<file path="config.mk">
export PLATFORM = sky130hd
export DESIGN_NAME = gpio_ports
export DESIGN_NICKNAME = d
export VERILOG_FILES = /design/src/core/gpio_pkg.sv /design/src/core/gpio_ports.sv
export SDC_FILE = /design/constraint.sdc
export NUM_CORES = 1
export LEC_CHECK = 0
export ABC_CLOCK_PERIOD_IN_PS = 4800
export BUFFER_PORTS_ARGS = -buffer_cell sky130_fd_sc_hd__buf_4
export CAP_MARGIN = 40
export CELL_PAD_IN_SITES_DETAIL_PLACEMENT = 0
export CELL_PAD_IN_SITES_GLOBAL_PLACEMENT = 2
export CORE_MARGIN = 5
export CORE_UTILIZATION = 43
export CTS_CLUSTER_DIAMETER = 40
export DETAILED_ROUTE_END_ITERATION = 7
export GPL_ROUTABILITY_DRIVEN = 0
export PLACE_DENSITY_LB_ADDON = 0.1
export RECOVER_POWER = 100
export REMOVE_ABC_BUFFERS = 1
export SETUP_SLACK_MARGIN = 0.15
export SYNTH_ARGS = -nofsm -noshare
export SYNTH_HDL_FRONTEND = slang
export SYNTH_SLANG_ARGS = --single-unit
</file>
<file path="constraint.sdc">
create_clock -name CLK_SYS -period 4.8 [get_ports CLK_SYS]
set_clock_uncertainty 0.1 [all_clocks]
set_input_delay 0.96 -clock CLK_SYS [delete_from_list [all_inputs] [get_ports CLK_SYS]]
set_output_delay 0.96 -clock CLK_SYS [all_outputs]
set_load 0.03 [all_outputs]
</file>
<file path="src/core/gpio_pkg.sv">
// gpio_pkg: register map, reset values and field layout of the gpio port block
// assumes an apb slave with 32-bit data; each register but the 32-bit status sits in the low byte of a word
package gpio_pkg;

	localparam int NUM_PORTS = 4;
	localparam int PORT_W = 8;
	localparam int NUM_PINS = 31;
	localparam int ADDR_W = 8;

	// register indices; byte address is four times the index
	localparam logic [5:0] IDX_PORT0_DATA = 6'h00;
	localparam logic [5:0] IDX_PORT1_DATA = 6'h01;
	localparam logic [5:0] IDX_PORT2_DATA = 6'h02;
	localparam logic [5:0] IDX_PORT3_DATA = 6'h03;
	localparam logic [5:0] IDX_PORT0_IRQ_EN = 6'h04;
	localparam logic [5:0] IDX_PORT1_IRQ_EN = 6'h05;
	localparam logic [5:0] IDX_PORT2_IRQ_EN = 6'h06;
	localparam logic [5:0] IDX_PORT3_IRQ_EN = 6'h07;
	localparam logic [5:0] IDX_DRIVE_MODE_CFG = 6'h08;
	localparam logic [5:0] IDX_IRQ_CTRL = 6'h09;
	localparam logic [5:0] IDX_IRQ_STATUS = 6'h0a;

	// reset values
	localparam logic [31:0] DATA_RST = 32'hffffffff;
	localparam logic [31:0] IRQ_EN_RST = 32'h00000000;
	localparam logic [7:0] CFG_RST = 8'h00;
	localparam logic [7:0] CTRL_RST = 8'h00;
	localparam logic [31:0] STATUS_RST = 32'h00000000;

	// irq_ctrl fields
	localparam int CTRL_GLOBAL_EN_BIT = 0;
	localparam int CTRL_SENSE_BIT = 2;
	localparam int CTRL_PAR_LSB = 4;

	// per-port drive modes (config bit 1, bit 0)
	localparam logic [1:0] MODE_HIZ_RISE = 2'h0;
	localparam logic [1:0] MODE_HIZ_FALL = 2'h1;
	localparam logic [1:0] MODE_PUSH_PULL = 2'h2;
	localparam logic [1:0] MODE_RESISTIVE = 2'h3;

	// pin drive bundle, one bit per pin
	typedef struct packed {
		logic [NUM_PINS-1:0] level;
		logic [NUM_PINS-1:0] oe;
		logic [NUM_PINS-1:0] res_pullup;
	} pin_drive_s;

	// two-stage synchroniser bundle
	typedef struct packed {
		logic [NUM_PINS-1:0] meta;
		logic [NUM_PINS-1:0] sync;
		logic [NUM_PINS-1:0] prev;
	} pin_sample_s;

endpackage

</file>
<file path="src/core/gpio_ports.sv">
// gpio_ports: four gpio ports with per-port drive modes and edge interrupts
// assumes apb3 master on CLK_SYS; pin pads resolve level from level/oe/pullup
//
// Operation
// - 31 pins: ports 0-2 full, port 3 bits 6:0
// - data registers reset to all ones
// - port read returns synchronised pin level
// - parallel mode port reads return latched data
// - reset leaves every pin high impedance
// - data zero drives pin low always
// - mode 10 with one drives high, no interrupt
// - mode 11 with one: resistive pull-up, falling
// - modes 00/01 with one: all drivers off
// - mode 00 rising edge, 01/11 falling edge
// - interrupt needs pin, global, sense enables
// - push-pull port never raises interrupts
// - port n mode in config bits 2n+1:2n
// - config register resets to zero, Hi-Z
// - parallel mode blocks every pin interrupt
// - write-only per-pin enables, reset cleared
//
// Added by the designer: the APB slave port.
`timescale 1ns/100ps
`default_nettype none

module gpio_ports (
	// clock and reset
	input wire logic CLK_SYS,
	input wire logic RST_N,
	// apb slave
	input wire logic PSEL,
	input wire logic PENABLE,
	input wire logic PWRITE,
	input wire logic [gpio_pkg::ADDR_W-1:0] PADDR,
	input wire logic [31:0] PWDATA,
	output logic [31:0] PRDATA,
	output logic PREADY,
	output logic PSLVERR,
	// pins
	input wire logic [gpio_pkg::NUM_PINS-1:0] GPIO_IN,
	output logic [gpio_pkg::NUM_PINS-1:0] GPIO_OUT,
	output logic [gpio_pkg::NUM_PINS-1:0] GPIO_OE,
	output logic [gpio_pkg::NUM_PINS-1:0] GPIO_RES_PULLUP,
	// parallel assist latch strobe from the handshake logic
	input wire logic PAR_LATCH_STB,
	// interrupt
	output logic IRQ
);

	// mode of the port that holds a pin
	function automatic logic [1:0] pin_mode(input logic [7:0] cfg, input int pin);
		int port;
		port = pin / gpio_pkg::PORT_W;
		pin_mode = cfg[2*port +: 2];
	endfunction

	// extend the 31 pin bits to a 32 bit port image
	function automatic logic [31:0] to_ports(input logic [gpio_pkg::NUM_PINS-1:0] v);
		to_ports = {1'b0, v};
	endfunction

	// widen a per-port flag to every pin of that port
	function automatic logic [gpio_pkg::NUM_PINS-1:0] spread(input logic [3:0] p);
		logic [gpio_pkg::NUM_PINS-1:0] v;
		v = '0;
		for (int i = 0; i < gpio_pkg::NUM_PINS; i++) begin
			v[i] = p[i / gpio_pkg::PORT_W];
		end
		spread = v;
	endfunction

	// ports whose two mode bits equal a code
	function automatic logic [3:0] ports_in_mode(input logic [7:0] cfg, input logic [1:0] code);
		logic [3:0] v;
		v = '0;
		for (int i = 0; i < gpio_pkg::NUM_PORTS; i++) begin
			v[i] = (cfg[2*i +: 2] == code);
		end
		ports_in_mode = v;
	endfunction

	// registers
	logic [31:0] data_ff;
	logic [31:0] irq_en_ff;
	logic [7:0] cfg_ff;
	logic [7:0] ctrl_ff;
	logic [31:0] status_ff;
	logic [31:0] prdata_ff;
	logic [31:0] rd_clear_ff;
	logic pready_ff;
	gpio_pkg::pin_sample_s pins_ff;
	gpio_pkg::pin_drive_s drive_ff;
	logic [gpio_pkg::NUM_PINS-1:0] par_latch_ff;
	logic [2:0] stb_ff;
	logic irq_ff;

	// next values
	logic [31:0] nxt_data;
	logic [31:0] nxt_irq_en;
	logic [7:0] nxt_cfg;
	logic [7:0] nxt_ctrl;
	logic [31:0] nxt_status;
	gpio_pkg::pin_drive_s nxt_drive;

	// register map, byte address = 4 * index, value in the low byte except the 32-bit status:
	//   0-3  port data; writes set the drive, reads return the pins
	//   4-7  per-pin interrupt enables, write-only, read as zero
	//   8    drive mode, two bits per port
	//   9    global enable, sense enable, parallel port select
	//   10   sticky edge status, cleared by reading it
	// unmapped or misaligned addresses answer with an error

	// apb decode
	wire setup_ph = PSEL & ~PENABLE;
	wire access_ph = PSEL & PENABLE;
	wire [5:0] idx = PADDR[7:2];
	wire aligned = (PADDR[1:0] == 2'h0);
	wire hit_data = aligned & (idx <= gpio_pkg::IDX_PORT3_DATA);
	wire hit_irq_en = aligned & (idx >= gpio_pkg::IDX_PORT0_IRQ_EN)
		& (idx <= gpio_pkg::IDX_PORT3_IRQ_EN);
	wire hit_cfg = aligned & (idx == gpio_pkg::IDX_DRIVE_MODE_CFG);
	wire hit_ctrl = aligned & (idx == gpio_pkg::IDX_IRQ_CTRL);
	wire hit_status = aligned & (idx == gpio_pkg::IDX_IRQ_STATUS);
	wire mapped = hit_data | hit_irq_en | hit_cfg | hit_ctrl | hit_status;
	wire wr_done = access_ph & PWRITE & pready_ff & mapped;
	wire rd_done = access_ph & ~PWRITE & pready_ff & mapped;
	wire [1:0] lane = idx[1:0];

	// control fields
	wire global_en = ctrl_ff[gpio_pkg::CTRL_GLOBAL_EN_BIT];
	wire sense_en = ctrl_ff[gpio_pkg::CTRL_SENSE_BIT];
	wire [3:0] par_port_en = ctrl_ff[gpio_pkg::CTRL_PAR_LSB +: 4];
	wire par_active = |par_port_en;

	// pin events
	wire [gpio_pkg::NUM_PINS-1:0] rise = pins_ff.sync & ~pins_ff.prev;
	wire [gpio_pkg::NUM_PINS-1:0] fall = ~pins_ff.sync & pins_ff.prev;
	logic [gpio_pkg::NUM_PINS-1:0] pin_event;
	logic [gpio_pkg::NUM_PINS-1:0] par_pin;

	genvar gi;
	generate
		for (gi = 0; gi < gpio_pkg::NUM_PINS; gi++) begin : g_pin
			wire [1:0] m = pin_mode(cfg_ff, gi);
			wire d = data_ff[gi];
			// low drive wins whatever the mode
			assign nxt_drive.oe[gi] = ~d | (m == gpio_pkg::MODE_PUSH_PULL);
			assign nxt_drive.level[gi] = d & (m == gpio_pkg::MODE_PUSH_PULL);
			assign nxt_drive.res_pullup[gi] = d & (m == gpio_pkg::MODE_RESISTIVE);
			assign par_pin[gi] = par_port_en[gi / gpio_pkg::PORT_W];
			// polarity per port; push-pull ports have none
			assign pin_event[gi] = ~par_active & (
				((m == gpio_pkg::MODE_HIZ_RISE) & rise[gi])
				| ((m == gpio_pkg::MODE_HIZ_FALL) & fall[gi])
				| ((m == gpio_pkg::MODE_RESISTIVE) & fall[gi]));
		end
	endgenerate

	// read image of the ports
	wire [31:0] live_ports = to_ports(pins_ff.sync);
	wire [31:0] latched_ports = to_ports(par_latch_ff);
	wire [31:0] par_sel = to_ports(par_pin);
	wire [31:0] port_image = (live_ports & ~par_sel) | (latched_ports & par_sel);
	wire [7:0] port_byte = port_image[8*lane +: 8];

	wire [31:0] rd_word =
		hit_data ? {24'h000000, port_byte} :
		hit_cfg ? {24'h000000, cfg_ff} :
		hit_ctrl ? {24'h000000, ctrl_ff} :
		hit_status ? status_ff :
		32'h00000000; // enables are write-only and read zero

	// write decode
	always_comb begin
		nxt_data = data_ff;
		nxt_irq_en = irq_en_ff;
		nxt_cfg = cfg_ff;
		nxt_ctrl = ctrl_ff;
		if (wr_done & hit_data) begin
			nxt_data[8*lane +: 8] = PWDATA[7:0];
		end
		if (wr_done & hit_irq_en) begin
			nxt_irq_en[8*lane +: 8] = PWDATA[7:0];
		end
		if (wr_done & hit_cfg) begin
			nxt_cfg = PWDATA[7:0];
		end
		if (wr_done & hit_ctrl) begin
			nxt_ctrl = PWDATA[7:0];
		end
	end

	// new events set, read-clear only drops what the read captured
	always_comb begin
		nxt_status = status_ff;
		if (rd_done & hit_status) begin
			nxt_status = status_ff & ~rd_clear_ff;
		end
		nxt_status = nxt_status | to_ports(pin_event);
	end

	// push-pull ports stay silent even with bits latched before the mode change
	wire [3:0] pp_ports = ports_in_mode(cfg_ff, gpio_pkg::MODE_PUSH_PULL);
	wire [gpio_pkg::NUM_PINS-1:0] pp_pins = spread(pp_ports);
	wire [31:0] irq_gate = ~to_ports(pp_pins);
	wire [31:0] pending = status_ff & irq_en_ff & irq_gate;
	// parallel mode blocks the shared request, not just new events
	wire irq_blocked = par_active;

	// pin enable, global enable and sense enable all required
	wire irq_req = (|pending) & global_en & sense_en & ~irq_blocked;

	// registers; one short process per register
	always_ff @(posedge CLK_SYS or negedge RST_N) begin
		if (!RST_N) begin
			data_ff <= gpio_pkg::DATA_RST;
		end else begin
			data_ff <= nxt_data;
		end
	end

	always_ff @(posedge CLK_SYS or negedge RST_N) begin
		if (!RST_N) begin
			irq_en_ff <= gpio_pkg::IRQ_EN_RST;
		end else begin
			irq_en_ff <= nxt_irq_en;
		end
	end

	always_ff @(posedge CLK_SYS or negedge RST_N) begin
		if (!RST_N) begin
			cfg_ff <= gpio_pkg::CFG_RST;
		end else begin
			cfg_ff <= nxt_cfg;
		end
	end

	always_ff @(posedge CLK_SYS or negedge RST_N) begin
		if (!RST_N) begin
			ctrl_ff <= gpio_pkg::CTRL_RST;
		end else begin
			ctrl_ff <= nxt_ctrl;
		end
	end

	// sticky edge status; a new event outranks the read clear
	always_ff @(posedge CLK_SYS or negedge RST_N) begin
		if (!RST_N) begin
			status_ff <= gpio_pkg::STATUS_RST;
		end else begin
			status_ff <= nxt_status;
		end
	end

	// registered request keeps the interrupt line free of decode glitches
	always_ff @(posedge CLK_SYS or negedge RST_N) begin
		if (!RST_N) begin
			irq_ff <= 1'b0;
		end else begin
			irq_ff <= irq_req;
		end
	end

	// apb answer: data captured in setup, ready in access
	// zero wait states: ready follows every setup cycle by one edge
	always_ff @(posedge CLK_SYS or negedge RST_N) begin
		if (!RST_N) begin
			pready_ff <= 1'b0;
		end else begin
			pready_ff <= setup_ph;
		end
	end

	// read data frozen in setup so a pin change in access cannot tear it
	always_ff @(posedge CLK_SYS or negedge RST_N) begin
		if (!RST_N) begin
			prdata_ff <= 32'h00000000;
		end else if (setup_ph & ~PWRITE) begin
			prdata_ff <= rd_word;
		end
	end

	// only the bits handed out by this read may be cleared by it
	always_ff @(posedge CLK_SYS or negedge RST_N) begin
		if (!RST_N) begin
			rd_clear_ff <= 32'h00000000;
		end else if (setup_ph & ~PWRITE) begin
			rd_clear_ff <= hit_status ? status_ff : 32'h00000000;
		end
	end

	// pin synchroniser; meta feeds only sync
	always_ff @(posedge CLK_SYS or negedge RST_N) begin
		if (!RST_N) begin
			// idle pins sit high; a zero here would fake a rise after reset
			pins_ff <= '1;
		end else begin
			pins_ff.meta <= GPIO_IN;
			pins_ff.sync <= pins_ff.meta;
			pins_ff.prev <= pins_ff.sync;
		end
	end

	// strobe synchroniser; its edge is taken past the second stage
	always_ff @(posedge CLK_SYS or negedge RST_N) begin
		if (!RST_N) begin
			stb_ff <= 3'h0;
		end else begin
			stb_ff <= {stb_ff[1:0], PAR_LATCH_STB};
		end
	end

	// parallel assist latch on the strobe's rising edge
	always_ff @(posedge CLK_SYS or negedge RST_N) begin
		if (!RST_N) begin
			par_latch_ff <= '0;
		end else if (stb_ff[1] & ~stb_ff[2]) begin
			par_latch_ff <= pins_ff.sync;
		end
	end

	// pin drive registered; reset state is all drivers off
	always_ff @(posedge CLK_SYS or negedge RST_N) begin
		if (!RST_N) begin
			drive_ff <= '0;
		end else begin
			drive_ff <= nxt_drive;
		end
	end

	assign GPIO_OUT = drive_ff.level;
	assign GPIO_OE = drive_ff.oe;
	assign GPIO_RES_PULLUP = drive_ff.res_pullup;
	assign PRDATA = prdata_ff;
	assign PREADY = pready_ff;
	assign PSLVERR = access_ph & pready_ff & ~mapped;
	assign IRQ = irq_ff;

endmodule

`default_nettype wire

</file>
Word-level counts from Yosys, hierarchy flattened
Index checks and enable logic that the tools add are counted.

Add/sub/neg operators: 1. Multiply operators: 0. Div/mod/pow operators: 0. $lt $le $gt $ge: 3. Equality and inequality tests: 15. Shift-type cells: 3. Multiplexer cells: 7. Bitwise logic cells: 359. Reduce and logical (&&, ||, !) cells: 7.

Operators by type and width (number): $and A1 B1 Y1 (212); $mux W32 (5); $or A1 B1 Y1 (97); $and A32 B32 Y32 (3); $and A31 B31 Y31 (3); $bwmux W32 (2); $not A31 Y32 (2); $or A32 B31 Y32 (2); $not A31 Y31 (2); $not A1 Y1 (36); $neg A5 Y34 (1); $shift A8 B34 Y32 const A (1); $shiftx A8 B34 Y32 (1); $and A31 B32 Y32 (1); $not A32 Y32 (1); $reduce_or A32 Y1 (1); $shiftx A32 B6 Y8 (1); $eq A6 B4 Y1 const B (3); $eq A2 B2 Y1 const B (8); $logic_not A2 Y1 (5); $eq A2 B1 Y1 const B (4); $ge A6 B3 Y1 const B (1); $le A6 B2 Y1 const B (1); $le A6 B3 Y1 const B (1); $reduce_or A4 Y1 (1).

Register bits: 398. Bits in latches: 0. Bits in writable memories: 0. Bits in read-only memories: 0. Bits of input ports: 77. Output and inout port bits: 128. Logic and storage cells: 412. Memories kept: 0.

Logic depth before layout (Yosys ltp)
Gate-level depths: netlist of run 1.

Depth in word-level cells: 11. Mapped depth: 9. Gate-level depth less buffers: 6.

Least setup slack after synthesis of run 1
No wires, ideal clock.

Path type: input to output. Start: in PADDR[2] (netlist bit). End: out PSLVERR. Arrival: 3.048 ns. Data required time: 3.740 ns. Path slack: 0.692 ns. Stages on the path: 6. Path buffers: 2. Cells stage by stage: buf_2 inv_1 ha_1 clkbuf_1 or3_1 a221oi_1.

Longest elaborated chain between the ends: 9. Elaborated cells between the ends (all ways): 18. Classes of those cells: 3 x order compare; 3 x eq/ne; 12 x bitwise.

Ends and longest elaborated chain: from (decl) (RTL line gpio_ports.sv:34) `input wire logic [gpio_pkg::ADDR_W-1:0] PADDR,`; $ge A6 B3 Y1 (RTL line gpio_ports.sv:119) `wire hit_irq_en = aligned & (idx >= gpio_pkg::IDX_PORT0_IRQ_EN)`; $and A1 B1 Y1 (RTL line gpio_ports.sv:119); $and A1 B1 Y1 (RTL line gpio_ports.sv:120) `& (idx <= gpio_pkg::IDX_PORT3_IRQ_EN);`; $or A1 B1 Y1 (3 in series) (RTL line gpio_ports.sv:124) `wire mapped = hit_data | hit_irq_en | hit_cfg | hit_ctrl | hit_status;`; $or A1 B1 Y1 (*) (RTL line gpio_ports.sv:124); $not A1 Y1 (*) (RTL line gpio_ports.sv:336) `assign PSLVERR = access_ph & pready_ff & ~mapped;`; $and A1 B1 Y1 (*) (RTL line gpio_ports.sv:336); to (decl) (RTL line gpio_ports.sv:38) `output logic PSLVERR,`.

Every way passes the cells marked *; elsewhere a longest branch is shown, timed or not.

Final worst setup path of run 1
Start: in PADDR[3] (netlist bit). End: out PSLVERR.

Same word-level chain as after synthesis.

==> results.json, run 1 <==
{
  "status": "finished with violations",
  "violations": "capacitance limit, slew limit",
  "critPathCapture": "PSLVERR",
  "yosysSeqAreaShare_pct": 67.3,
  "rows": 68,
  "final_nets": 1358,
  "netlist_top_cells_count": "dfrtp_1, dfstp_2, nand2_1, mux2_2, a22o_1",
  "start_util_pct": 43.5,
  "timing.rr.end": "status_ff[3]",
  "ios": 205,
  "slowest_stage": "a221oi_1",
  "dp_hpwl_microns": 26000,
  "max_stage_delay_ns": 0.49,
  "first_global_vias": 9433,
  "cts.repair.resized": 0,
  "hold_path.class": "reg2reg",
  "die_area_sq_um": 38700,
  "dr.pass1.iters": 7,
  "drv_slew": 197,
  "tightest_slew_ns": 2.92,
  "r2r_cells": 5,
  "startpoint": "PADDR[3]",
  "synth_area_sq_um": 15000,
  "fin_hold_ws_ns": 0.250,
  "power_w": 0.00777,
  "drt_iter0_drc": 575,
  "grt_max_degree": 119,
  "synth_edf_count": 0,
  "track_usage_pct": 19.3,
  "wl_per_cell_microns": 21.2,
  "cts_buffer_depth": 3,
  "ctsHoldBuffers": 0,
  "insertedDiodeCount": 0,
  "remaining_drc_errors": 0,
  "vias_per_cell": 5.23,
  "cts_sinks": 397,
  "drive_gt1_share_pct": 26.5,
  "core_area_sq_um": 34500,
  "antenna_found_initial": 0,
  "clk_pin_slew_ns": 0.05,
  "grt_pass1_wl_microns": 58000,
  "cp.arrival_ns": 3.17,
  "portBuffers": 180,
  "synth_cell_types": 52,
  "synth_top_area_cell": "dfrtp_1",
  "rsz0062_at_grt": "no",
  "regArea_sq_um": 10100,
  "clk_latency_ns": 0.56,
  "endpoint_kind": "output port",
  "cap_violations": 4,
  "rrSetupSlack_ns": 2.00,
  "synth_top_area_share_pct": 45.6,
  "syn2layout_area_growth_pct": 21.0,
  "multi_input_area_sq_um": 4580,
  "worstSetupPathType": "in2out",
  "p_per_area_nw_per_um2": 428,
  "overflow": 0,
  "power_leakage_nw": 7.91,
  "cts_tree": "built",
  "synthTopCellsByArea": "dfrtp_1, dfstp_2, mux2_2",
  "setup_tns_ns": 0,
  "crit_required_ns": 3.74,
  "fillers": 3075,
  "startpoint_type": "input pin",
  "path_cells": "clkbuf_1 > clkinv_1 > ha_1 > or3_1 > a221oi_1 > clkbuf_1",
  "die_w_microns": 197,
  "cts-root-buf": "clkbuf_16",
  "ys_warn_count": 0,
  "hold_viol_final": 0,
  "cp_common_cell": "clkbuf_1",
  "ir_drop_v": 0.000306,
  "final-setup-viol-count": 0,
  "placed_cell_area_sq_um": 16900,
  "num_vias": 9261,
  "h-tree-depth": 2,
  "maxSlewHeadroom_pct": -94.9,
  "critPathMaxFanout": 9,
  "yosysMostFrequentCell": "dfrtp_1",
  "synth_async_sr_flop_share_pct": 100,
  "reg2reg_from": "PREADY",
  "die_h_microns": 197,
  "synth-seq-cells": 397,
  "finalCriticalPeriod_ns": 4.23,
  "synth_cells": 1087,
  "antenna_left": 0,
  "cts-buffers-inserted": 50,
  "stdcell_area_sq_um": 18100,
  "drt_wl_total_microns": 37600,
  "synthFlopType": "dfrtp_1",
  "post_cts_buffers": 0,
  "fin_crit_sh_pct": 88.1,
  "max_clock_freq_mhz": 237,
  "avgSynthCellArea_sq_um": 13.8
}
-- how the worst min path moves through the flow --
stage | to | slack, ns | from | cells past startpoint
5_1_grt | live_ports[23] | 0.26 | pins_ff[85] | 0
3_5_place_dp | stb_ff[1] | 0.24 | stb_ff[0] | 0
4_1_cts | stb_ff[1] | 0.25 | stb_ff[0] | 0
6_report | stb_ff[1] | 0.25 | stb_ff[0] | 0
2_1_floorplan | stb_ff[1] | 0.23 | stb_ff[0] | 0
3_3_place_gp | stb_ff[1] | 0.24 | stb_ff[0] | 0
-- worst max-delay path, delay by kind of cell --
kind | cells | cell delay (ns)
buffers and inverters | 3 | 1.03
AO/OA/AOI/OAI | 1 | 0.49
AND/OR/NAND/NOR | 1 | 0.34
adder cells (fa/ha/maj) | 1 | 0.34
-- power by group --
group | total (W) | internal, W | switching (W)
sequential | 0.00351 | 0.00346 | 0.0000493
clock | 0.00397 | 0.00249 | 0.00149
combinational | 0.000286 | 0.000107 | 0.000179
total | 0.00777 | 0.00605 | 0.00172
-- state kept, by name, indices dropped and copies added (netlist names) --
| name | cells |
|---|---|
| cfg_ff | 8 |
| GPIO_OUT | 31 |
| ctrl_ff | 8 |
| irq_en_ff | 32 |
| IRQ | 1 |
| status_ff | 32 |
| data_ff | 31 |
| PRDATA | 32 |
| stb_ff | 3 |
| live_ports | 31 |
| GPIO_OE | 31 |
| pins_ff | 62 |
| GPIO_RES_PULLUP | 31 |
| par_latch_ff | 31 |
| rd_clear_ff | 32 |
| PREADY | 1 |
-- final cells by class --
| type | count | area share, % |
|---|---|---|
| Sequential cell | 397 | 55.6 |
| Multi-Input combinational cell | 612 | 25.3 |
| Clock buffer | 65 | 8.00 |
| Timing Repair Buffer | 195 | 5.54 |
| Tap cell | 455 | 3.14 |
| Clock inverter | 28 | 2.03 |
| Inverter | 20 | 0.414 |
-- cell usage in the layout, fill, tap and decap left out, drive strengths merged, types with 18 or more instances in the layout --
cell type / count
mux2i: 29
dfrtp: 273
clkbuf: 236
nand2b: 29
inv: 26
a22o: 71
nor3: 18
o21ai: 23
and3: 37
nand2: 98
buf: 24
and2: 63
mux2: 94
dfstp: 124
-- routing by layer --
layer | wire (microns) | part of all wire [%] | up-vias | global-route usage, %
li1 | - | - | 4266 | -
met1 | 17600 | 47 | 4672 | 28.4
met2 | 17200 | 46 | 270 | 29.7
met3 | 2000 | 5.3 | 53 | 3.52
met5 | 0 | 0 | - | 0
met4 | 794 | 2.1 | 0 | 5.08
-- logic make-up (layout without fill, tap and decap cells) --
| family | count (synthesis) | after routing | synth area share, % |
|---|---|---|---|
| AO/OA/AOI/OAI | 183 | 183 | 9.37 |
| adder cells (fa/ha/maj) | 5 | 5 | 0.417 |
| buffers and inverters | 78 | 308 | 2.03 |
| flip-flops | 397 | 397 | 67.3 |
| multiplexers | 130 | 130 | 10.0 |
| AND/OR/NAND/NOR | 294 | 294 | 10.8 |
-- through the flow --
step / utilization (%) / setup slack (ns) / instances
6_report: 52.7 / 0.573 / 1772
3_5_place_dp: 49.0 / 0.776 / 1679
5_1_grt: 52.7 / 0.334 / 1772
4_1_cts: 54.3 / 0.769 / 1772
3_3_place_gp: 48.9 / 0.733 / 1678
2_1_floorplan: - / 0.864 / 1029
(Power assumes the default switching activity.)
==> run 2: changes to the inputs <==
--- a/constraint.sdc
+++ b/constraint.sdc
@@ -4,2 +4,2 @@
 set_output_delay 0.96 -clock CLK_SYS [all_outputs]
-set_load 0.03 [all_outputs]
+set_load 0.05 [all_outputs]
==> results.json, run 2 (synthesis results as in run 1) <==
{
  "die_area_sq_um": 38700,
  "grt_pass1_wl_microns": 58400,
  "fin_hold_ws_ns": 0.246,
  "start_util_pct": 43.5,
  "rsz0062_at_grt": "no",
  "r2r_cells": 5,
  "first_global_vias": 9596,
  "final_nets": 1360,
  "finalCriticalPeriod_ns": 4.23,
  "num_vias": 9192,
  "cts_tree": "built",
  "die_h_microns": 197,
  "cts_buffer_depth": 3,
  "ir_drop_v": 0.000265,
  "final_common_cell": "dfrtp_1",
  "hold_viol_final": 0,
  "antenna_found_initial": 1,
  "setup_tns_ns": 0,
  "cts-buffers-inserted": 50,
  "fin_cells": 1777,
  "final_cell_mix": "dfrtp_1, clkbuf_1, nand2_1",
  "tightest_slew_ns": 2.56,
  "crit_required_ns": 5.18,
  "drv_slew": 222,
  "max_clock_freq_mhz": 237,
  "endpoint_kind": "register",
  "worstSetupPathType": "in2reg",
  "final-setup-viol-count": 0,
  "h-tree-depth": 2,
  "wl_per_cell_microns": 21.1,
  "drt_wl_total_microns": 37500,
  "ios": 205,
  "track_usage_pct": 19.3,
  "ctsHoldBuffers": 0,
  "critPathMaxFanout": 23,
  "remaining_drc_errors": 0,
  "overflow": 0,
  "post-route-util_pct": 52.5,
  "violations": "capacitance limit, slew limit",
  "antenna_left": 0,
  "p_per_area_nw_per_um2": 421,
  "fin_crit_sh_pct": 88.0,
  "grt_max_degree": 102,
  "core_area_sq_um": 34500,
  "regMostFlops": "pins_ff",
  "drive_gt1_share_pct": 26.7,
  "power_w": 0.00761,
  "startpoint_type": "input pin",
  "cts-root-buf": "clkbuf_16",
  "min_delay_path_depth": 0,
  "cp.arrival_ns": 4.60,
  "post_cts_buffers": 0,
  "rows": 68,
  "cap_violations": 5,
  "dpl.cell_count": 1681,
  "power_leakage_nw": 7.91,
  "largest_reg_flops": 62,
  "clk_latency_ns": 0.57,
  "dp_hpwl_microns": 26000,
  "hold_path.class": "reg2reg",
  "status": "finished with violations",
  "die_w_microns": 197,
  "portBuffers": 180,
  "clk_pin_slew_ns": 0.06,
  "dr.pass1.iters": 5,
  "maxSlewHeadroom_pct": -70.9,
  "cts.repair.resized": 0,
  "syn2layout_area_growth_pct": 20.6,
  "vias_per_cell": 5.17,
  "drt_iter0_drc": 572,
  "cts_sinks": 397
}
## run 2: cell types whose count changed in the layout (fill, tap and decap cells not counted), moves of 2 or more
cell | previous run | this run
clkinvlp_4 | 8 | 4
and2_1 | 22 | 19
clkinv_2 | 2 | 10
bufinv_16 | 6 | 4
clkbuf_8 | 8 | 4
and2_0 | 41 | 44
inv_6 | 5 | 7
diode_2 | 0 | 2
## run 2: metal layers
| layer | global-route usage, % | wire (microns) | vias to the layer above | share of wire, % |
|---|---|---|---|---|
| met4 | 6.19 | 1060 | 0 | 2.8 |
| li1 | - | - | 4265 | - |
| met3 | 2.72 | 1670 | 72 | 4.4 |
| met1 | 28.6 | 17700 | 4634 | 47 |
| met2 | 29.9 | 17100 | 221 | 46 |
| met5 | 0 | 0 | - | 0 |
## run 2: per-stage QoR
stage	instance area [sq um]	setup WS, ns
2_1_floorplan	14800	0.443
3_3_place_gp	16900	0.718
3_5_place_dp	16900	0.716
4_1_cts	18600	0.713
5_1_grt	18100	0.328
6_report	18100	0.574
## run 2: final timing paths
check / from / endpoint / slack, ns
hold / removal: stb_ff[0] / stb_ff[1] / 0.25
hold reg to reg: stb_ff[0] / stb_ff[1] / 0.25
max in group asynchronous: RST_N / rd_clear_ff[2] / 1.13
setup / recovery: PADDR[3] / PRDATA[18] / 0.57
setup reg to reg: PREADY / status_ff[7] / 1.98
min in group asynchronous: RST_N / GPIO_OUT[2] / 1.11
## run 2: worst max-delay path: stages
cell and delay (ns):
clkbuf_1 0.25, clkinv_1 0.42, ha_1 0.34, clkbuf_1 0.43
nor3b_1 1.05, clkbuf_1 0.88, a22o_1 0.25
## run 2: final cells by class
| cell class | count | area, sq um |
|---|---|---|
| fillers | 3084 | 16400 |
| flip-flops and latches | 397 | 10100 |
| multi-input cells | 612 | 4580 |
| clock buffers | 62 | 1400 |
| repair buffers | 197 | 1020 |
| well taps | 455 | 569 |
| clock inverters | 32 | 343 |
| inverters | 20 | 75.1 |
| diodes | 2 | 5.00 |
## run 2: report_power, final
group | switching (W) | internal [W]
Clock | 0.00148 | 0.00232
Sequential | 0.0000492 | 0.00346
Combinational | 0.000184 | 0.000107
==> run 3: changes to the inputs <==
==> constraint.sdc (replaced) <==
create_clock -name CLK_SYS -period 4.8 [get_ports CLK_SYS]
set_clock_uncertainty 0.1 [all_clocks]
set_input_delay 0.48 -clock CLK_SYS [delete_from_list [all_inputs] [get_ports CLK_SYS]]
set_output_delay 0.48 -clock CLK_SYS [all_outputs]
set_load 0.05 [all_outputs]
==> results.json, run 3 (synthesis results as in run 1) <==
{
  "die_h_microns": 197,
  "reg2reg_from": "PREADY",
  "final_cell_mix": "dfrtp_1, clkbuf_1, nand2_1",
  "h-tree-depth": 2,
  "dp_hpwl_microns": 25400,
  "fin_crit_sh_pct": 78.4,
  "cts_tree": "built",
  "cap_violations": 4,
  "multi_input_area_sq_um": 4580,
  "post_cts_buffers": 0,
  "cts-root-buf": "clkbuf_16",
  "final-setup-viol-count": 0,
  "finalCriticalPeriod_ns": 3.76,
  "status": "finished with violations",
  "cp.arrival_ns": 4.15,
  "grt_pass1_wl_microns": 57600,
  "regArea_sq_um": 10100,
  "r2r_cells": 5,
  "fillers": 3055,
  "cts.repair.resized": 0,
  "max_stage_delay_ns": 0.82,
  "drive_gt1_share_pct": 25.8,
  "tightest_slew_ns": 2.21,
  "grt_max_degree": 124,
  "overflow": 0,
  "largest_reg_flops": 62,
  "crit_required_ns": 5.19,
  "maxSlewHeadroom_pct": -47.5,
  "startpoint": "PENABLE",
  "hold_viol_final": 0,
  "startpoint_type": "input pin",
  "worst-path-stages": 8,
  "ctsHoldBuffers": 34,
  "die_w_microns": 197,
  "portBuffers": 180,
  "rrSetupSlack_ns": 2.12,
  "worstSetupPathType": "in2reg",
  "clk_latency_ns": 0.56,
  "rsz0062_at_grt": "no",
  "clk_pin_slew_ns": 0.06,
  "critPathMaxFanout": 66,
  "critPathCapture": "PRDATA[23]",
  "regMostFlops": "pins_ff",
  "cp_top_family": "buffers and inverters",
  "slowest_stage": "clkbuf_2",
  "vias_per_cell": 5.16,
  "final_common_cell": "dfrtp_1",
  "max_clock_freq_mhz": 266,
  "hold_path.class": "in2reg",
  "dr.pass1.iters": 5,
  "num_vias": 9324,
  "path_cells": "dlygate4sd3_1 > clkbuf_1 > or3b_2 > clkbuf_2 > nor4_1 > nor3b_4 > buf_4 > a22o_1",
  "cts_sinks": 397,
  "rows": 68,
  "timing.rr.end": "status_ff[24]",
  "power_leakage_nw": 8.06,
  "track_usage_pct": 19.1,
  "path_buf_inv": 4,
  "drt_wl_total_microns": 37300,
  "ir_drop_v": 0.000296,
  "endpoint_kind": "register",
  "drv_slew": 235,
  "p_per_area_nw_per_um2": 418,
  "ios": 205,
  "cts-buffers-inserted": 50,
  "drt_iter0_drc": 476,
  "syn2layout_area_growth_pct": 22.8,
  "fin_hold_ws_ns": 0.127,
  "final_nets": 1390,
  "core_area_sq_um": 34500,
  "remaining_drc_errors": 0,
  "setup_tns_ns": 0,
  "die_area_sq_um": 38700,
  "antenna_found_initial": 0,
  "cts_buffer_depth": 3,
  "first_global_vias": 9402,
  "start_util_pct": 43.5,
  "antenna_left": 0,
  "violations": "capacitance limit, slew limit",
  "wl_per_cell_microns": 20.6
}
[run 3: changes by cell type in the layout (fill, tap and decap cells not counted), moves of 2 or more]
cell | before | now
and2_1 | 19 | 45
and2_0 | 44 | 18
clkinv_2 | 10 | 3
clkbuf_8 | 4 | 8
clkinv_8 | 2 | 0
dlygate4sd3_1 | 0 | 34
buf_4 | 21 | 24
[run 3: cell type report]
type	instances	area share, %
inverters	20	0.408
flip-flops and latches	397	54.8
well taps	455	3.09
repair buffers	227	7.14
clock inverters	24	1.64
clock buffers	70	7.99
diodes	1	0.0136
multi-input cells	612	24.9
[run 3: where the power goes]
part           total (W)  switching [W]  internal (W)
Clock            0.00388        0.00145       0.00243
Combinational   0.000309       0.000186      0.000123
Sequential       0.00351      0.0000483       0.00346
[run 3: through the flow]
stage | util [%] | std cells | power (W) | setup WS, ns | instance area (sq um)
finish | 53.4 | 1806 | 0.00769 | 1.04 | 18400
global route | 53.4 | 1805 | 0.00799 | 0.846 | 18400
CTS | 55.0 | 1805 | 0.00781 | 1.59 | 19000
detailed placement | 48.9 | 1677 | 0.00387 | 1.59 | 16800
global placement | 48.9 | 1677 | 0.00386 | 1.56 | 16800
floorplan | - | 1029 | 0.00368 | 1.40 | 14800
[run 3: worst reg2reg max path, stage by stage (launching register included)]
cell and delay [ns]:
dfrtp_1 0.43, nand4b_1 0.13, nor4_1 0.18, clkbuf_1 1.30, nand2_1 0.19, o2bb2ai_1 0.19
[run 3: how the worst min path moves through the flow]
stage	start	endpoint	slack, ns	depth (start not counted)
after floorplan	RST_N	GPIO_OE[0]	0.08	0
after global placement	stb_ff[0]	stb_ff[1]	0.23	0
after detailed placement	pins_ff[66]	live_ports[4]	0.25	0
after CTS	PWDATA[7]	irq_en_ff[31]	0.10	3
after global routing	PWDATA[6]	cfg_ff[6]	0.12	2
final	PWDATA[7]	irq_en_ff[31]	0.13	3
[run 3: metal layers]
metal,up-vias,routed length (microns),global-route usage [%]
met5,-,0,0
met4,0,837,5.39
met3,60,1850,3.26
met2,246,17100,29.3
met1,4680,17500,28.3
li1,4338,-,-
